$ cat src/rtl/rgb_port_pkg.sv
// package: constants and carriers for the parallel rgb display port
// assumes: pixel stream and timing come from an upstream display controller
package rgb_port_pkg;
  localparam int MAX_H = 1920;
  localparam int MAX_V = 1200;
  localparam int BUS_W = 24;
  localparam int COLOR_W = 8;
  localparam int MODE_W = 3;
  localparam logic [MODE_W-1:0] MODE_565_PACKED = 3'h0;
  localparam logic [MODE_W-1:0] MODE_666_PACKED = 3'h1;
  localparam logic [MODE_W-1:0] MODE_565_WIDE = 3'h2;
  localparam logic [MODE_W-1:0] MODE_666_WIDE = 3'h3;
  localparam logic [MODE_W-1:0] MODE_888 = 3'h4;
  localparam int CLK_DIV_W = 8;
  localparam logic [CLK_DIV_W-1:0] CLK_DIV_RESET = 8'h02;
  localparam int G_LO_888 = 8;
  localparam int R_LO_888 = 16;
  localparam int G_LO_666 = 6;
  localparam int R_LO_666 = 12;
  localparam int G_LO_565 = 5;
  localparam int R_LO_565 = 11;
  typedef struct packed {
    logic [COLOR_W-1:0] red;
    logic [COLOR_W-1:0] green;
    logic [COLOR_W-1:0] blue;
  } pixel_s;
  typedef struct packed {
    logic line_sync;
    logic frame_sync;
    logic valid;
  } pixel_ctl_s;
endpackage

$ cat src/rtl/rgb_pixel_mapper.sv
// mapper: packs one rgb pixel onto the 24 data lines per colour mode
// assumes: mode is steady while pixels flow
`timescale 1ns/1ns
`default_nettype none
module rgb_pixel_mapper (
  input wire logic [rgb_port_pkg::MODE_W-1:0] mode_i,
  input wire rgb_port_pkg::pixel_s pix_i,
  output logic [rgb_port_pkg::BUS_W-1:0] lines_o
);
  always_comb
  begin
    lines_o = '0;
    case (mode_i)
      rgb_port_pkg::MODE_666_PACKED:
      begin
        lines_o[5:0] = pix_i.blue[7:2];
        lines_o[rgb_port_pkg::G_LO_666 +: 6] = pix_i.green[7:2];
        lines_o[rgb_port_pkg::R_LO_666 +: 6] = pix_i.red[7:2];
      end
      rgb_port_pkg::MODE_565_PACKED:
      begin
        lines_o[4:0] = pix_i.blue[7:3];
        lines_o[rgb_port_pkg::G_LO_565 +: 6] = pix_i.green[7:2];
        lines_o[rgb_port_pkg::R_LO_565 +: 5] = pix_i.red[7:3];
      end
      rgb_port_pkg::MODE_666_WIDE:
      begin
        lines_o[7:2] = pix_i.blue[7:2];
        lines_o[15:10] = pix_i.green[7:2];
        lines_o[23:18] = pix_i.red[7:2];
      end
      rgb_port_pkg::MODE_565_WIDE:
      begin
        lines_o[7:3] = pix_i.blue[7:3];
        lines_o[15:10] = pix_i.green[7:2];
        lines_o[23:19] = pix_i.red[7:3];
      end
      default:
      begin
        lines_o[7:0] = pix_i.blue;
        lines_o[rgb_port_pkg::G_LO_888 +: 8] = pix_i.green;
        lines_o[rgb_port_pkg::R_LO_888 +: 8] = pix_i.red;
      end
    endcase
  end
endmodule
`default_nettype wire

$ cat src/rtl/parallel_rgb_lcd_port.sv
// top: parallel rgb panel port with pixel clock and panel side-band pins
// assumes: pixel and controls come from same-clock logic; pins are async
`timescale 1ns/1ns
`default_nettype none
module parallel_rgb_lcd_port #(
  parameter logic [rgb_port_pkg::CLK_DIV_W-1:0] CLK_HALF =
    rgb_port_pkg::CLK_DIV_RESET
) (
  input wire logic clock_i,
  input wire logic rst_i,
  input wire logic [rgb_port_pkg::MODE_W-1:0] mode_i,
  input wire rgb_port_pkg::pixel_s pixel_i,
  input wire rgb_port_pkg::pixel_ctl_s ctl_i,
  output logic pixel_take_o,
  input wire logic pwm_channel_two_output_i,
  input wire logic backlight_on_i,
  input wire logic panel_on_i,
  input wire logic touch_reset_req_i,
  input wire logic touch_event_in_i,
  output logic touch_event_o,
  output logic [rgb_port_pkg::BUS_W-1:0] pixel_lines_o,
  output logic line_sync_out_o,
  output logic frame_sync_out_o,
  output logic pixel_valid_out_o,
  output logic pixel_clock_out_o,
  output logic backlight_dimming_pwm_o,
  output logic backlight_supply_on_o,
  output logic panel_supply_on_o,
  output logic touch_reset_n_o
);
  logic [rgb_port_pkg::CLK_DIV_W-1:0] div_q;
  logic [rgb_port_pkg::BUS_W-1:0] mapped;
  logic fall;
  logic [1:0] irq_sync_q;
  logic [1:0] pwm_sync_q;

  rgb_pixel_mapper u_map (
    .mode_i(mode_i),
    .pix_i(pixel_i),
    .lines_o(mapped)
  );

  assign fall = pixel_clock_out_o && (div_q == CLK_HALF - 8'h01);

  always_ff @(posedge clock_i)
  begin
    if (rst_i)
    begin
      div_q <= '0;
      pixel_clock_out_o <= 1'b0;
    end
    else if (div_q == CLK_HALF - 8'h01)
    begin
      div_q <= '0;
      pixel_clock_out_o <= ~pixel_clock_out_o;
    end
    else
    begin
      div_q <= div_q + 8'h01;
    end
  end

  // one pixel taken per pixel clock period
  always_ff @(posedge clock_i)
  begin
    if (rst_i)
    begin
      pixel_take_o <= 1'b0;
    end
    else
    begin
      pixel_take_o <= fall;
    end
  end

  // data lines and enable launched on falling edge
  always_ff @(posedge clock_i)
  begin
    if (rst_i)
    begin
      pixel_lines_o <= '0;
      pixel_valid_out_o <= 1'b0;
    end
    else if (fall)
    begin
      pixel_lines_o <= ctl_i.valid ? mapped : '0;
      pixel_valid_out_o <= ctl_i.valid;
    end
  end

  always_ff @(posedge clock_i)
  begin
    if (rst_i)
    begin
      line_sync_out_o <= 1'b0;
      frame_sync_out_o <= 1'b0;
    end
    else if (fall)
    begin
      line_sync_out_o <= ctl_i.line_sync;
      frame_sync_out_o <= ctl_i.frame_sync;
    end
  end

  // pwm channel resynchronised to the pin
  always_ff @(posedge clock_i)
  begin
    if (rst_i)
    begin
      pwm_sync_q <= '0;
      backlight_dimming_pwm_o <= 1'b0;
    end
    else
    begin
      pwm_sync_q <= {pwm_sync_q[0], pwm_channel_two_output_i};
      backlight_dimming_pwm_o <= pwm_sync_q[1];
    end
  end

  // backlight supply, panel supply, touch reset
  always_ff @(posedge clock_i)
  begin
    if (rst_i)
    begin
      backlight_supply_on_o <= 1'b0;
      panel_supply_on_o <= 1'b0;
      touch_reset_n_o <= 1'b0;
    end
    else
    begin
      backlight_supply_on_o <= backlight_on_i;
      panel_supply_on_o <= panel_on_i;
      touch_reset_n_o <= ~touch_reset_req_i;
    end
  end

  always_ff @(posedge clock_i)
  begin
    if (rst_i)
    begin
      irq_sync_q <= '0;
      touch_event_o <= 1'b0;
    end
    else
    begin
      irq_sync_q <= {irq_sync_q[0], touch_event_in_i};
      touch_event_o <= irq_sync_q[1];
    end
  end
endmodule
`default_nettype wire

$ cat config.mk
export PLATFORM = sky130hd
export DESIGN_NAME = parallel_rgb_lcd_port
export DESIGN_NICKNAME = d
export VERILOG_FILES = /design/src/rtl/rgb_port_pkg.sv /design/src/rtl/rgb_pixel_mapper.sv /design/src/rtl/parallel_rgb_lcd_port.sv
export SDC_FILE = /design/constraint.sdc
export NUM_CORES = 1
export LEC_CHECK = 0
export BUFFER_PORTS_ARGS = -buffer_cell sky130_fd_sc_hd__buf_2
export CAP_MARGIN = 10
export CORE_MARGIN = 5
export CORE_UTILIZATION = 43
export CTS_CLUSTER_DIAMETER = 30
export DETAILED_ROUTE_END_ITERATION = 10
export PLACE_DENSITY = 0.8
export SYNTH_ARGS = -nofsm -noshare
export SYNTH_HDL_FRONTEND = slang
export SYNTH_SLANG_ARGS = --single-unit
$ cat constraint.sdc
create_clock -name clock_i -period 1.8 [get_ports clock_i]
set_clock_uncertainty 0.2 [all_clocks]
set_input_delay 0.18 -clock clock_i [delete_from_list [all_inputs] [get_ports clock_i]]
set_output_delay 0.18 -clock clock_i [all_outputs]
set_load 0.005 [all_outputs]
# Word level (Yosys, flattened, before mapping)
# Cells that the tools add are included.
# classes
n_bitwise	2
n_reduce_logical	7
n_addsub	1
eq_ne	4
muxes	9
# ops
cell	n
24-bit two-way mux	1
2-bit case mux with 3 select lines	2
6-bit case mux with 2 select lines	1
5-bit case mux with 2 select lines	1
8-bit by 1-bit adder with 8-bit output, second input constant	1
8-bit by 1-bit == test with 1-bit output, second input constant	1
3-bit by 2-bit == test with 1-bit output, second input constant	2
2-bit OR reduction	3
3-bit OR reduction	2
5-bit two-way mux	1
2-bit case mux with 2 select lines	1
3-bit by 1-bit == test with 1-bit output, second input constant	1
3-bit logical NOT	1
1-bit case mux with 3 select lines	1
1-bit inverter	2
1-bit logical AND	1
1-bit two-way mux	1
# totals
reg_bits	46
output_inout_bits	34
word_cells	37

# Depth between registers and ports, before layout
# logic_depth
depth_word	4
depth_mapped	7

# Cells and area by module
# A second synthesis with hierarchy kept.
# unflattened
cells_unflattened	257
hier_area_um2	2244.7
# by_module_without_submodules
mod	seq_area_each_um2	n_inst	cells_each	area_each_um2
parallel_rgb_lcd_port	920.9	1	188	1780.5
rgb_pixel_mapper	0.0	1	69	464.2

# Worst setup path after synthesis
# OpenSTA, ideal clock, no wires.
# synth_timing
path_type	register to register
start	reg div_q[1] in the netlist's numbering
end	reg pixel_lines_o[18] in the netlist's numbering
stages_incl_launch_ff	8
path_buffers	2
slack_ps	46
arrival_ps	1436
synth_period_minus_slack_ps	1754
required_time_ps	1483
path_cell_list	dfxtp_1 -> inv_1 -> ha_1 -> and4bb_2 -> and4b_1 -> buf_4 -> buf_6 -> a32o_1
# synth_via
elab_chain_cells	2
# synth_rtl
item	line	rtl
from (decl)	parallel_rgb_lcd_port.sv:31	logic [rgb_port_pkg::CLK_DIV_W-1:0] div_q;
from (signal assigned)	parallel_rgb_lcd_port.sv:59	div_q <= div_q + 8'h01;
8-bit by 1-bit == test with 1-bit output	parallel_rgb_lcd_port.sv:43	assign fall = pixel_clock_out_o && (div_q == CLK_HALF - 8'h01);
1-bit logical AND	parallel_rgb_lcd_port.sv:43	
to (signal assigned)	parallel_rgb_lcd_port.sv:86	pixel_lines_o <= ctl_i.valid ? mapped : '0;
to (decl)	parallel_rgb_lcd_port.sv:21	output logic [rgb_port_pkg::BUS_W-1:0] pixel_lines_o,
# Every way passes these cells.
# A chain may end at the register's enable or synchronous reset.

# Final worst setup path
# layout_timing
start	reg div_q[1] in the netlist's numbering
end	reg pixel_lines_o[23] in the netlist's numbering
# Same word-level chain as after synthesis.

==> results.ini <==
[status]
status = completed

[yosys]
ys_seq_elements = 46
avgSynthCellArea_um2 = 10.1
synth.most_common_cell = dfxtp_1
synth_area_leaders = dfxtp_1, a22o_1, mux2i_1
synth_commonest_cells = dfxtp_1, o21ai_0, a22o_1
ys.flop_type = dfxtp_1
ys_seq_area_share_pct = 48.5
yosysTopAreaCellShare_pct = 48.5
syn-cell-area_um2 = 1900
synth.yosys.warnings = 0
syn-num-nets = 226
synth_cell_types = 33
netlist_instances = 187
synth_edf_count = 0
yosys.area.top_type = dfxtp_1
ys_async_sr_fraction_pct = 0

[clocking]
ctsRootBufferMaster = clkbuf_8
worstSkewPairLatency_ps = 280
cts_tree = yes
path_clk_slew_ps = 90
cts_buffers = 5
clockBufferDepth = 2
postCtsSetupBuffers = 0
cts.sinks = 46
cts.htree.levels = 2

[worst_setup_path]
worstSetupEndpointType = flip-flop
worst_ep_arrival_time_ps = 1760
cp.required_ps = 1790
crit_fanout = 25
startpoint_type = flip-flop
critPathKind = reg2reg

[power_and_ir_drop]
power_uw = 2100
power.clock.fraction_pct = 35.2
pwr-share-seq_pct = 50.8
internal_power_uw = 1620
cellPowerDensity_nw_per_um2 = 817
peakVddDrop_mv = 0.497
pwr-share-comb_pct = 14.0
p_leak_uw = 0.00119
p_sw_uw = 486
switching_share_pct = 23.1

[placed_design]
placed_area_um2 = 2320
port_buffers = 70
place_congestion = 0.767
hpwl_mm = 3.24

[drt]
dr.pass1.iters = 5
routed_wl_mm = 4.67
viasPerCell = 5.34
vias = 1729
wl_per_cell_um = 14.4
ant_nets = 0
drt_iter0_markers = 108
post-route-drc-count = 0

[grt]
grt_use_total_pct = 15.7
overflow = 0
grt_max_degree = 26
grt_pass1_vias = 1664
grt_pass1_wl_mm = 7.79
antenna_found_initial = 0

[sta]
timing.slew.headroom_pct = 64.7
rsz0062_at_grt = true
fin_setup_tns_ps = 0
timing.fmax_ghz = 0.565
post-route-period-util_pct = 98.4
slew_viol_final = 0
tightestPinTransition_ps = 529
finalCriticalPeriod_ps = 1770
hold_viol_final = 0
setup-violations-final = 0

[hold_path]
worstHoldPathType = in2reg

[final_layout]
final_area_um2 = 2570
fill_cells = 379
n_antenna_cell = 0
syn_to_final_growth_pct = 35.6
nets = 310
drive_above_1_share_pct = 33.8

[die]
start_util_pct = 43.9
die_area_um2 = 5840
die_w_um = 76.4
core_area_um2 = 4320
die_h_um = 76.4
rows = 24
io_pins = 71

[job]
max-cap-violations = 0

-- path summary, 6_finish.rpt --
path / from / end / slack [ps] / cells after the start
setup / recovery: div_q[1]$_SDFF_PP0_ / pixel_lines_o[23]$_SDFFE_PP0P_ / 30 / 6
hold / removal: pixel_i[16] / pixel_lines_o[16]$_SDFFE_PP0P_ / 3 / 4
setup reg to reg: div_q[1]$_SDFF_PP0_ / pixel_lines_o[23]$_SDFFE_PP0P_ / 30 / 6
hold reg to reg: irq_sync_q[1]$_SDFF_PP0_ / touch_event_o$_SDFF_PP0_ / 240 / 1
-- power by group through the flow --
stage                     Clock (uW)  Combinational [uW]  Sequential [uW]
after floorplan                    0                 141             1090
after global placement             0                 254             1090
after detailed placement           0                 262             1090
after CTS                        762                 285             1070
after global routing             804                 329             1070
final                            740                 295             1070
-- layout make-up --
| type | count | area [um2] | share of cell area, % |
|---|---|---|---|
| tap | 52 | 65.1 | 2.53 |
| clock inverter | 1 | 30.0 | 1.17 |
| clock buffer | 7 | 76.3 | 2.97 |
| sequential | 46 | 922 | 35.8 |
| multi-input combinational | 126 | 913 | 35.5 |
| timing repair buffer | 90 | 558 | 21.7 |
| inverter | 2 | 7.51 | 0.292 |
-- layout by cell type, fill, tap and decap left out, types with 2 or more instances in the layout --
cell           instances
dfxtp_1               45
a21oi_1                3
dlygate4sd3_1         13
a32o_1                 6
a22o_1                20
nand3_1                3
a21o_1                 2
nor2b_1                8
buf_2                 70
buf_4                  5
ha_1                   2
o21ai_0               31
clkbuf_8               5
nand3b_1               2
clkbuf_1               2
a21oi_2                2
buf_12                 2
or3_1                  3
inv_1                  2
nor2_1                 6
xor2_1                 2
mux2i_1               16
nand2_1                8
-- worst max-delay path, cell delays in order (launching register included) --
cell,delay [ps]
dfxtp_2,340
inv_1,40
ha_1,190
and4bb_2,250
and4b_1,220
buf_12,160
a32o_1,260
-- metrics by stage --
stage                     utilization [%]  hold WS (ps)  setup WS, ps  std cells
final                                59.5          3.23          28.5        324
after global routing                 59.5          40.3         -15.6        324
after CTS                            59.1       0.00711          12.7        324
after detailed placement             53.7           145          16.0        303
after global placement               53.7           136          78.2        303
after floorplan                         -          52.4          46.4        187
-- cell families (layout without fill, tap and decap cells) --
| kind of cell | count (synthesis) | in the layout | share of synthesized area (%) |
|---|---|---|---|
| XOR/XNOR | 3 | 3 | 1.39 |
| AO/OA/AOI/OAI | 67 | 67 | 24.3 |
| buffers and inverters | 15 | 100 | 4.02 |
| flip-flops | 46 | 46 | 48.5 |
| multiplexers | 16 | 16 | 8.44 |
| adder cells (fa/ha/maj) | 2 | 2 | 1.32 |
| AND/OR/NAND/NOR | 38 | 38 | 11.9 |
-- routing by layer --
layer / vias up / routed length, um / global-route usage [%]
met4: 0 / 24 / 4.20
met2: 64 / 2220 / 25.7
met5: - / 0 / 0
met3: 4 / 398 / 5.67
met1: 807 / 2030 / 19.3
li1: 854 / - / -
-- repair_timing --
item | CTS | global route
resized for setup | 0 | 4
hold buffers | 13 | 0
hold endpoints to repair | 13 | 0
setup endpoints to repair | 0 | 15
-- registers in the layout, summed over array words and instances (netlist names) --
name                     flops
pixel_take_o                 1
panel_supply_on_o            1
touch_event_o                1
backlight_dimming_pwm_o      1
frame_sync_out_o             1
pwm_sync_q                   2
pixel_valid_out_o            1
pixel_clock_out_o            1
div_q                        8
line_sync_out_o              1
pixel_lines_o               24
touch_reset_n_o              1
irq_sync_q                   2
backlight_supply_on_o        1
No activity file was read; power rests on OpenSTA's default activity.
